File: src/logic/mieu_pkg.sv
/*
  Package for the instruction execute unit: opcode set, flag layout,
  field positions and reset constants.
  Assumes a single 25 MHz core clock and a decoded opcode from fetch.
*/
package mieu_pkg;
  localparam int MIEU_DW = 8;
  localparam int MIEU_PCW = 13;
  localparam int MIEU_AW = 8;
  localparam int MIEU_SPW = 3;
  localparam int MIEU_SDEPTH = 8;
  localparam int MIEU_WDTW = 8;

  // status flag bit positions
  localparam int FLG_C = 0;
  localparam int FLG_AC = 1;
  localparam int FLG_Z = 2;
  localparam int FLG_OV = 3;
  localparam int FLG_PD = 4;
  localparam int FLG_TO = 5;

  localparam logic [MIEU_DW-1:0] MIEU_ALL_ONES = 8'hff;
  localparam logic [MIEU_DW-1:0] MIEU_ZERO = 8'h00;
  localparam logic [5:0] MIEU_FLAGS_RST = 6'h00;
  localparam logic [MIEU_PCW-1:0] MIEU_PC_RST = 13'h0000;
  localparam logic [MIEU_PCW-1:0] MIEU_PC_ONE = 13'h0001;
  localparam logic [MIEU_DW-1:0] MIEU_ONE = 8'h01;
  localparam logic [MIEU_WDTW-1:0] MIEU_WDT_RST = 8'h00;
  localparam logic [MIEU_WDTW-1:0] MIEU_WDT_ONE = 8'h01;
  localparam logic [MIEU_AW-1:0] MIEU_PCL_ADDR = 8'h06;
  localparam logic [MIEU_DW-1:0] MIEU_LAST_PAGE = 8'hff;

  // register offsets (word addresses on the bus, byte address = 4x)
  localparam logic [3:0] MIEU_R_CMD = 4'h0;
  localparam logic [3:0] MIEU_R_STATUS = 4'h1;
  localparam logic [3:0] MIEU_R_PC = 4'h2;
  localparam logic [3:0] MIEU_R_ACC = 4'h3;

  typedef enum logic [4:0] {
    OP_NOP, OP_MOV_A_M, OP_MOV_M_A, OP_MOV_A_X, OP_BCLR, OP_BSET, OP_JMP,
    OP_SZ, OP_SZA, OP_SZB, OP_SNZB, OP_SIZ, OP_SDZ, OP_INC_TO_REG_SKIP_IF_NULL, OP_DEC_TO_REG_SKIP_IF_NULL,
    OP_CALL, OP_RET, OP_RETA, OP_RETURN_FROM_IRQ, OP_TABLE_READ_SPECIFIC_PAGE_S, OP_TABLE_READ_SPECIFIC_PAGE_C, OP_TABLE_READ_SPECIFIC_PAGE_L,
    OP_CLR, OP_SET, OP_KICK, OP_PRE1, OP_PRE2, OP_SWAP, OP_NIBBLE_SWAP_TO_REGISTER, OP_HALT,
    OP_ADD
  } mieu_op_t;

  // alu sub-select carried in the instruction word for OP_ADD
  typedef struct packed {
    logic with_carry;
    logic literal;
    logic to_mem;
    logic logic_and;
  } mieu_alu_sel_t;

  typedef struct packed {
    mieu_op_t op;
    mieu_alu_sel_t alu;
    logic [2:0] bit_sel;
    logic [MIEU_AW-1:0] mem_addr;
    logic [MIEU_DW-1:0] literal;
    logic [MIEU_PCW-1:0] target;
  } mieu_instr_t;
endpackage

File: src/logic/mieu_core.sv
/*
  Instruction execute unit of an 8-bit core: executes one decoded
  instruction per issue, holds working register, flags, pc, stack,
  watchdog counter and table latch.
  Assumes an instruction source with valid/ready handshake, a combinational
  data memory read port, a combinational program-memory read port
  and an Avalon-MM slave port for the status registers.
*/
// Decided for this implementation: the address map and the Avalon-MM register port.
`timescale 1ns/10ps
`default_nettype none
// Function
// - moves take one cycle (two when writing pc low byte), flags untouched
// - call pushes pc+1, jumps, two cycles
// - skips take two cycles when skipping
// - writing pc low byte takes two cycles
// - returns take two cycles; literal loads register
// - kick clears watchdog and both flags
// - prekicks act only as consecutive pair
// - add with carry into working register
// - memory-destination adds write data byte
// - add literal into working register, four flags
// - and affects only zero flag
// - clear byte zeros, set byte ones
// - bit clear/set touches only selected bit
// - table reads fill latch and byte, two cycles
// - nibble swap; register form leaves memory
// - bit tests skip on clear or set
// - inc/dec skip on zero result
// - load-and-test copies byte, skips on zero
// - halt holds until wake_in, only timeout/powerdown flags
// - halt stops execution, sets powerdown, clears timeout
// - irq return restores pc, sets global enable
module mieu_core
  import mieu_pkg::*;
#(
  parameter int DW = MIEU_DW
) (
  input wire logic core_clk_in,
  input wire logic reset_n_in,
  input wire mieu_instr_t instr_in,
  input wire logic instr_valid_in,
  output logic instr_ready_out,
  input wire logic wake_in,
  input wire logic [DW-1:0] mem_rdata_in,
  output logic [MIEU_AW-1:0] mem_addr_out,
  output logic [DW-1:0] mem_wdata_out,
  output logic mem_we_out,
  output logic [15:0] prog_addr_out,
  input wire logic [15:0] prog_rdata_in,
  output logic [MIEU_PCW-1:0] pc_out,
  output logic [DW-1:0] working_register_out,
  output logic [DW-1:0] table_high_latch_out,
  output logic [5:0] flags_out,
  output logic global_irq_enable_out,
  output logic halted_out,
  input wire logic [3:0] avs_address,
  input wire logic avs_read,
  input wire logic avs_write,
  input wire logic [31:0] avs_writedata,
  output logic [31:0] avs_readdata,
  output logic avs_waitrequest
);
  typedef enum logic [1:0] {ST_EXEC, ST_DUMMY, ST_HALT} mieu_state_t;

  mieu_state_t state_reg, state_next;
  logic [DW-1:0] acc_reg;
  logic [5:0] flags_reg;
  logic [MIEU_PCW-1:0] pc_reg;
  logic [MIEU_PCW-1:0] stack_mem [MIEU_SDEPTH];
  logic [MIEU_SPW-1:0] sp_reg;
  logic [MIEU_WDTW-1:0] watchdog_counter_reg;
  logic [DW-1:0] table_high_latch_reg;
  logic irq_en_reg, prekick1_reg, prekick2_reg;
  logic [MIEU_AW-1:0] tbl_addr_reg;
  logic tbl_pend_reg;
  logic [MIEU_AW-1:0] maddr_reg;
  logic [DW-1:0] mwdata_reg;
  logic mwe_reg;
  logic [15:0] paddr_reg;
  logic [31:0] rdata_reg;
  logic ack_reg;
  logic [DW-1:0] tbl_page_reg;

  function automatic logic [DW-1:0] bit_mask(input logic [2:0] sel);
    bit_mask = MIEU_ONE << sel;
  endfunction

  function automatic logic is_zero(input logic [DW-1:0] v);
    is_zero = (v == MIEU_ZERO);
  endfunction

  wire issue = (state_reg == ST_EXEC) && instr_valid_in && !tbl_pend_reg;
  wire mieu_op_t op = instr_in.op;
  wire [DW-1:0] m = mem_rdata_in;
  wire [DW-1:0] mask = bit_mask(instr_in.bit_sel);
  wire [DW-1:0] alu_b = instr_in.alu.literal ? instr_in.literal : m;
  wire cin = instr_in.alu.with_carry & flags_reg[FLG_C];
  // 4-bit and 8-bit partial sums give half carry and carry
  wire [4:0] sum_lo = {1'b0, acc_reg[3:0]} + {1'b0, alu_b[3:0]} + {4'h0, cin};
  wire [DW:0] sum = {1'b0, acc_reg} + {1'b0, alu_b} + {{DW{1'b0}}, cin};
  wire ovf = (acc_reg[DW-1] == alu_b[DW-1]) && (sum[DW-1] != acc_reg[DW-1]);
  wire [DW-1:0] and_res = acc_reg & alu_b;
  wire [DW-1:0] alu_res = instr_in.alu.logic_and ? and_res : sum[DW-1:0];
  wire [DW-1:0] inc_res = m + MIEU_ONE;
  wire [DW-1:0] dec_res = m - MIEU_ONE;
  wire [DW-1:0] swap_res = {m[3:0], m[7:4]};
  wire sel_bit = |(m & mask);

  // skip decisions
  wire skip = (op == OP_SZ && is_zero(m)) || (op == OP_SZA && is_zero(m))
    || (op == OP_SZB && !sel_bit) || (op == OP_SNZB && sel_bit)
    || ((op == OP_SIZ || op == OP_INC_TO_REG_SKIP_IF_NULL) && is_zero(inc_res))
    || ((op == OP_SDZ || op == OP_DEC_TO_REG_SKIP_IF_NULL) && is_zero(dec_res));

  // memory write data and enable
  logic [DW-1:0] wr_data;
  logic wr_en;
  always_comb begin
    wr_data = MIEU_ZERO;
    wr_en = 1'b0;
    unique case (op)
      OP_MOV_M_A: begin wr_data = acc_reg; wr_en = 1'b1; end
      OP_BCLR: begin wr_data = m & ~mask; wr_en = 1'b1; end
      OP_BSET: begin wr_data = m | mask; wr_en = 1'b1; end
      OP_CLR: begin wr_data = MIEU_ZERO; wr_en = 1'b1; end
      OP_SET: begin wr_data = MIEU_ALL_ONES; wr_en = 1'b1; end
      OP_SIZ: begin wr_data = inc_res; wr_en = 1'b1; end
      OP_SDZ: begin wr_data = dec_res; wr_en = 1'b1; end
      OP_SWAP: begin wr_data = swap_res; wr_en = 1'b1; end
      OP_ADD: begin wr_data = alu_res; wr_en = instr_in.alu.to_mem; end
      default: begin wr_data = MIEU_ZERO; wr_en = 1'b0; end
    endcase
  end

  // working register next value
  logic [DW-1:0] acc_next;
  always_comb begin
    acc_next = acc_reg;
    unique case (op)
      OP_MOV_A_M, OP_SZA: acc_next = m;
      OP_MOV_A_X, OP_RETA: acc_next = instr_in.literal;
      OP_INC_TO_REG_SKIP_IF_NULL: acc_next = inc_res;
      OP_DEC_TO_REG_SKIP_IF_NULL: acc_next = dec_res;
      OP_NIBBLE_SWAP_TO_REGISTER: acc_next = swap_res;
      OP_ADD: acc_next = instr_in.alu.to_mem ? acc_reg : alu_res;
      default: acc_next = acc_reg;
    endcase
  end

  wire pair_done = (op == OP_PRE1 && prekick2_reg) || (op == OP_PRE2 && prekick1_reg);
  wire wdt_clear = issue && (op == OP_KICK || pair_done || op == OP_HALT);

  // flags next value
  logic [5:0] flags_next;
  always_comb begin
    flags_next = flags_reg;
    if (op == OP_ADD) begin
      flags_next[FLG_Z] = is_zero(alu_res);
      if (!instr_in.alu.logic_and) begin
        flags_next[FLG_C] = sum[DW];
        flags_next[FLG_AC] = sum_lo[4];
        flags_next[FLG_OV] = ovf;
      end
    end
    if (op == OP_KICK || pair_done) begin
      flags_next[FLG_TO] = 1'b0;
      flags_next[FLG_PD] = 1'b0;
    end
    if (op == OP_HALT) begin
      flags_next[FLG_TO] = 1'b0;
      flags_next[FLG_PD] = 1'b1;
    end
  end

  wire pc_write = wr_en && (instr_in.mem_addr == MIEU_PCL_ADDR);
  wire is_ret = op == OP_RET || op == OP_RETA || op == OP_RETURN_FROM_IRQ;
  wire is_tbl = op == OP_TABLE_READ_SPECIFIC_PAGE_S || op == OP_TABLE_READ_SPECIFIC_PAGE_C || op == OP_TABLE_READ_SPECIFIC_PAGE_L;
  wire two_cycle = skip || pc_write || is_ret || is_tbl || op == OP_CALL || op == OP_JMP;
  wire [MIEU_SPW-1:0] sp_top = sp_reg - MIEU_SPW'(1);
  wire [MIEU_PCW-1:0] pc_inc = pc_reg + MIEU_PC_ONE;

  logic [MIEU_PCW-1:0] pc_next;
  always_comb begin
    pc_next = pc_reg;
    if (issue) begin
      if (op == OP_JMP || op == OP_CALL)
        pc_next = instr_in.target;
      else if (is_ret)
        pc_next = stack_mem[sp_top];
      else if (pc_write)
        pc_next = {pc_reg[MIEU_PCW-1:DW], wr_data};
      else if (skip)
        pc_next = pc_reg + MIEU_PCW'(2);
      else if (op != OP_HALT)
        pc_next = pc_inc;
    end
  end

  // table page select
  logic [DW-1:0] tbl_hi;
  always_comb begin
    unique case (op)
      OP_TABLE_READ_SPECIFIC_PAGE_C: tbl_hi = DW'(pc_reg[MIEU_PCW-1:DW]);
      OP_TABLE_READ_SPECIFIC_PAGE_L: tbl_hi = MIEU_LAST_PAGE;
      default: tbl_hi = tbl_page_reg;
    endcase
  end

  always_comb begin
    state_next = state_reg;
    unique case (state_reg)
      ST_EXEC: begin
        if (issue && op == OP_HALT)
          state_next = ST_HALT;
        else if (issue && two_cycle)
          state_next = ST_DUMMY;
      end
      ST_DUMMY: state_next = ST_EXEC;
      ST_HALT: if (wake_in) state_next = ST_EXEC;
    endcase
  end

  // register bus: one-cycle wait then answer
  wire bus_req = (avs_read || avs_write) && !ack_reg;
  wire [31:0] rd_mux = (avs_address == MIEU_R_STATUS) ? {26'h0, flags_reg} :
    (avs_address == MIEU_R_PC) ? {19'h0, pc_reg} :
    (avs_address == MIEU_R_ACC) ? {24'h0, acc_reg} :
    (avs_address == MIEU_R_CMD) ? {24'h0, tbl_page_reg} : 32'h0;

  always_ff @(posedge core_clk_in or negedge reset_n_in) begin
    if (!reset_n_in) begin
      state_reg <= ST_EXEC;
      acc_reg <= MIEU_ZERO;
      flags_reg <= MIEU_FLAGS_RST;
      pc_reg <= MIEU_PC_RST;
      sp_reg <= '0;
      irq_en_reg <= 1'b0;
      prekick1_reg <= 1'b0;
      prekick2_reg <= 1'b0;
      watchdog_counter_reg <= MIEU_WDT_RST;
      tbl_pend_reg <= 1'b0;
      tbl_addr_reg <= '0;
      table_high_latch_reg <= MIEU_ZERO;
      maddr_reg <= '0;
      mwdata_reg <= MIEU_ZERO;
      mwe_reg <= 1'b0;
      paddr_reg <= 16'h0000;
      tbl_page_reg <= MIEU_ZERO;
    end else begin
      state_reg <= state_next;
      pc_reg <= pc_next;
      mwe_reg <= 1'b0;
      maddr_reg <= instr_in.mem_addr;
      // halt freezes the watchdog as the clock would be stopped
      if (wdt_clear)
        watchdog_counter_reg <= MIEU_WDT_RST;
      else if (state_reg != ST_HALT)
        watchdog_counter_reg <= watchdog_counter_reg + MIEU_WDT_ONE;
      if (tbl_pend_reg) begin
        table_high_latch_reg <= prog_rdata_in[15:8];
        mwdata_reg <= prog_rdata_in[7:0];
        maddr_reg <= tbl_addr_reg;
        mwe_reg <= 1'b1;
        tbl_pend_reg <= 1'b0;
      end
      if (ack_reg && avs_write && avs_address == MIEU_R_CMD)
        tbl_page_reg <= avs_writedata[DW-1:0];
      if (issue) begin
        acc_reg <= acc_next;
        flags_reg <= flags_next;
        mwdata_reg <= wr_data;
        mwe_reg <= wr_en;
        // a lone prekick arms; repeating the same one keeps it armed only
        prekick1_reg <= (op == OP_PRE1) && !pair_done;
        prekick2_reg <= (op == OP_PRE2) && !pair_done;
        if (op == OP_CALL) begin
          stack_mem[sp_reg] <= pc_inc;
          sp_reg <= sp_reg + MIEU_SPW'(1);
        end
        if (is_ret)
          sp_reg <= sp_top;
        if (op == OP_RETURN_FROM_IRQ)
          irq_en_reg <= 1'b1;
        if (is_tbl) begin
          paddr_reg <= {tbl_hi, m};
          tbl_addr_reg <= instr_in.mem_addr;
          tbl_pend_reg <= 1'b1;
        end
      end
    end
  end

  always_ff @(posedge core_clk_in or negedge reset_n_in) begin
    if (!reset_n_in) begin
      ack_reg <= 1'b0;
      rdata_reg <= 32'h0;
      instr_ready_out <= 1'b0;
    end else begin
      ack_reg <= bus_req;
      rdata_reg <= rd_mux;
      instr_ready_out <= (state_next == ST_EXEC) && !(issue && is_tbl);
    end
  end

  assign avs_waitrequest = !ack_reg;
  assign avs_readdata = rdata_reg;
  assign mem_addr_out = issue ? instr_in.mem_addr : maddr_reg;
  assign mem_wdata_out = mwdata_reg;
  assign mem_we_out = mwe_reg;
  assign prog_addr_out = paddr_reg;
  assign pc_out = pc_reg;
  assign working_register_out = acc_reg;
  assign table_high_latch_out = table_high_latch_reg;
  assign flags_out = flags_reg;
  assign global_irq_enable_out = irq_en_reg;
  assign halted_out = state_reg == ST_HALT;
endmodule
`default_nettype wire

File: config.mk
export PLATFORM = sky130hd
export DESIGN_NAME = mieu_core
export DESIGN_NICKNAME = d
export VERILOG_FILES = /design/src/logic/mieu_pkg.sv /design/src/logic/mieu_core.sv
export SDC_FILE = /design/constraint.sdc
export NUM_CORES = 1
export LEC_CHECK = 0
export BUFFER_PORTS_ARGS = -buffer_cell sky130_fd_sc_hd__buf_4
export CAP_MARGIN = 20
export CORE_UTILIZATION = 51
export DETAILED_ROUTE_END_ITERATION = 12
export GPL_ROUTABILITY_DRIVEN = 0
export PLACE_DENSITY_LB_ADDON = 0.08
export SLEW_MARGIN = 20
export SYNTH_ARGS = -nofsm -noshare
export SYNTH_HDL_FRONTEND = slang
export SYNTH_SLANG_ARGS = --single-unit
File: constraint.sdc
create_clock -name core_clk_in -period 3.7 [get_ports core_clk_in]
set_input_delay 0.555 -clock core_clk_in [delete_from_list [all_inputs] [get_ports core_clk_in]]
set_output_delay 0.555 -clock core_clk_in [all_outputs]
set_load 0.02 [all_outputs]
==> impl.org <==
** STA
- Worst-case setup margin in the final layout :: 0.520 ns
- At the pin with the least slew margin, the transition time is 0.963 ns.
- The final-report max-slew violation count is 0.
- Sum of negative setup slack :: 0 ns
- Period utilization :: 85.9%
- Headroom to the max-slew limit came out at 35.3%.
- Static timing analysis puts the maximum clock frequency at 0.314 GHz.
- Setup violations, final :: 0
- Max Clock Skew :: 0.0283 ns
- The worst path needs 3.18 ns of the cycle, external delays included.
- RSZ-0062 raised after global routing :: no
- The count of final hold-check violations is 0.

** Clock network
- Clock root buffer :: sky130_fd_sc_hd__clkbuf_16
- Clock buffers created by TritonCTS :: 24
- Number of levels in the clock H-tree :: 1
- Register clock-pin slew on the reported worst setup and hold paths :: 0.06 ns
- CTS saw 211 sinks.
- Buffers inserted by post-CTS timing repair :: 0
- # hold bufs at CTS :: 0
- The longest clock path from root to sink contains 3 buffers.
- Number of cells upsized or downsized after cts :: 0
- TritonCTS built the clock tree.
- Clock insertion delay at the later pin of the skew report :: 0.54 ns

** Floorplan
- Core region area :: 22600 µm²
- Top-Level Pins :: 211
- Number of standard-cell rows in the floorplan :: 55
- DIE HEIGHT :: 153 µm
- Chip Width :: 153 µm
- Once the floorplan was initialized, standard cells occupied 51.9% of the core.
- The die covers 23600 µm².

** Job
- Number of violations of the max-capacitance limit :: 0

** Routing
- First DRT Iteration DRCs :: 979
- Number of vias in the routed layout :: 9490
- DR DRC count :: 0
- Vias per cell :: 6.06
- Dividing the detail-routed wire length by the instance count gives 21.8 µm.
- Total wire length after detailed routing :: 34200 µm
- Routed Antenna Nets :: 0
- For this run, the detailed router's first-pass iteration total came to 8.

** Synthesis
- Post-synth top flop :: sky130_fd_sc_hd__dfrtp_1
- Synth cell count leaders :: sky130_fd_sc_hd__nand2_1 (139), sky130_fd_sc_hd__dfrtp_1 (107), sky130_fd_sc_hd__edfxtp_1 (104)
- Summing every instance area after synthesis gives 11700 µm².
- Post-synthesis cell type with the largest combined area :: sky130_fd_sc_hd__edfxtp_1
- Register area share after synthesis :: 49.6%
- After synthesis the netlist holds a flip-flop and latch count of 211.
- The synthesized design contains 104 enable-type register cells.
- Proportion of register bits with asynchronous set or reset after synthesis :: 50.7%
- Unique masters post-synth :: 73
- After synthesis, the mean cell area works out to 10.6 µm².
- Number of warning messages in the yosys log :: 0
- Synthesis produced a netlist whose cell count is 1100.
- Leading cell type by number of instances after synthesis :: sky130_fd_sc_hd__nand2_1
- Cell types occupying the most area after synthesis :: sky130_fd_sc_hd__edfxtp_1 (27%), sky130_fd_sc_hd__dfrtp_1 (23%), sky130_fd_sc_hd__mux4_2 (6.2%)
- Area share of the leading cell type in the synthesized netlist :: 26.7%

** Critical path
- Of all nets on the critical path, the largest fanout is 4.
- Critical Path Start Type :: flip-flop
- STA classifies the critical path endpoint as a flip-flop.
- The worst setup path is of the flip-flop to flip-flop kind.
- Data required time at the worst endpoint :: 4.10 ns
- Critical path data arrival time :: 3.58 ns

** GRT
- Number of antenna violations at the first check in global routing :: 0
- After global routing the overflow that remains totals 0.
- The number of global-route vias before repair was 9025.
- For met3 alone, demand over resource in global routing was 3.69%.
- Entering global routing, the biggest net connects 108 pins.
- First-pass GRT wire length :: 52700 µm
- Global routing met1 resource utilization :: 40.6%
- met2 is the most crowded layer.
- Total routing resource utilization after global routing :: 29.0%
- For this run, global-route usage on met2 was measured as 46.8%.

** Pwr
- Internal power contribution :: 6.08 mW
- Comb pwr share :: 39.4%
- Total power divided by cell area :: 684 nW/µm²
- IR drop worst, VDD :: 614 µV
- Sequential cells account for 36.2% of the total power.
- Leakage dissipation :: 5.82 nW
- Power spent charging and discharging nets :: 3.55 mW
- Net switching is 36.9% of the power.
- The clock network is responsible for 24.4% of the overall power.

** Min path
- Worst hold path class :: primary input to asynchronous set/reset pin

** Place
- Buffers added on ports :: 166
- The HPWL after detailed placement is 24000 µm.
- Pre-CTS setup slack :: 0.143 ns

** Cells and area
- From synthesis to final layout, the design area changed by 20.3%.
- Largest reg by FF count :: stack_mem
- Share of post-route cells with drive strength above 1 :: 25.6%
- The register with the most flip-flops in the layout has 104 of them.
- Nets :: 1392
- Antenna diode instance count :: 0
- Core utilization of the finished layout :: 62.4%
- Layout fillers :: 1902

** Status
- Status :: finished clean
## layout make-up
type	count	area [µm²]	share of cell area [%]
well taps	285	357	2.53
inverters	20	75.1	0.533
multi-input cells	800	5490	39.0
clock inverters	12	133	0.942
repair buffers	207	1570	11.1
clock buffers	32	651	4.62
flip-flops and latches	211	5800	41.2
## path summary, 6_finish.rpt
kind	start	end	slack (ns)	depth (start not counted)
min reg2reg	ack_reg	ack_reg	0.45	1
max reg2reg	flags_out[0]	mem_wdata_out[6]	0.52	13
min in group core_clk_in	avs_read	ack_reg	0.24	3
max	flags_out[0]	mem_wdata_out[6]	0.52	13
max in group asynchronous	reset_n_in	sp_reg[0]	3.01	2
min	reset_n_in	flags_out[1]	0.17	2
## per-stage QoR
step	cells	total power, mW	hold WS [ns]	instance area [µm²]
global route	1567	10.1	0.225	14100
floorplan	1119	5.83	0.259	11800
detailed placement	1523	7.29	0.442	13300
CTS	1567	9.66	0.197	14100
global placement	1523	7.23	0.450	13300
finish	1567	9.63	0.173	14100
## critical path: stages, from the launching register on
cell and delay, ns:
sky130_fd_sc_hd__dfrtp_1 0.47, sky130_fd_sc_hd__and2_1 0.22, sky130_fd_sc_hd__fa_1 0.39, sky130_fd_sc_hd__inv_1 0.08, sky130_fd_sc_hd__fa_1 0.20, sky130_fd_sc_hd__nor2b_1 0.06
sky130_fd_sc_hd__o21ai_0 0.25, sky130_fd_sc_hd__a21boi_0 0.20, sky130_fd_sc_hd__o21ai_0 0.35, sky130_fd_sc_hd__mux2i_1 0.15, sky130_fd_sc_hd__nor3_1 0.20, sky130_fd_sc_hd__buf_4 0.16
sky130_fd_sc_hd__o21ai_0 0.07, sky130_fd_sc_hd__mux2_2 0.26
## logic make-up (layout without fill, tap and decap cells)
family                     count (synthesis)  in the layout  share of synthesized area (%)
AOI/OAI and AO/OA                        245            245                           13.4
muxes                                    101            101                           12.5
adders and majority gates                 21             21                           2.37
other                                      1             20                         0.0320
DFF                                      211            211                           49.6
and+or+nand+nor                          377            377                           15.2
buffers and inverters                    108            271                           4.21
xor gates and xnor gates                  36             36                           2.69
## power by group through the flow
| stage | Sequential, mW | Clock [mW] | Combinational, mW |
|---|---|---|---|
| 2_1_floorplan | 3.66 | 0 | 2.17 |
| 3_3_place_gp | 3.51 | 0 | 3.72 |
| 3_5_place_dp | 3.51 | 0 | 3.77 |
| 4_1_cts | 3.48 | 2.39 | 3.79 |
| 5_1_grt | 3.52 | 2.48 | 4.08 |
| 6_report | 3.48 | 2.35 | 3.80 |
## placed cells by master, fill, tap and decap left out, drive strengths merged, types with 8 or more instances in the layout
cell type | netlist | final
nor2 | 86 | 86
mux2 | 41 | 41
nand2b | 15 | 15
buf | 31 | 207
ha | 19 | 19
clkbuf | 57 | 32
nand4 | 9 | 9
and2 | 17 | 17
edfxtp | 104 | 104
dfrtp | 107 | 107
and3 | 14 | 14
nor2b | 11 | 11
nand3 | 27 | 27
mux2i | 28 | 28
mux4 | 32 | 32
xor2 | 13 | 13
or3 | 10 | 10
xnor2 | 23 | 23
nor3 | 21 | 21
a221oi | 8 | 8
nand2 | 139 | 139
o21ai | 81 | 81
a21oi | 61 | 61
inv | 20 | 20
a22oi | 11 | 11
conb | 1 | 20
o211ai | 13 | 13
## routing by layer
metal  vias to the layer above  part of all wire [%]
li1                       4344                     -
met1                      4598                    42
met2                       465                    47
met3                        83                   8.0
met4                         0                   3.5
met5                         -                     0
(Power assumes the default switching activity.)
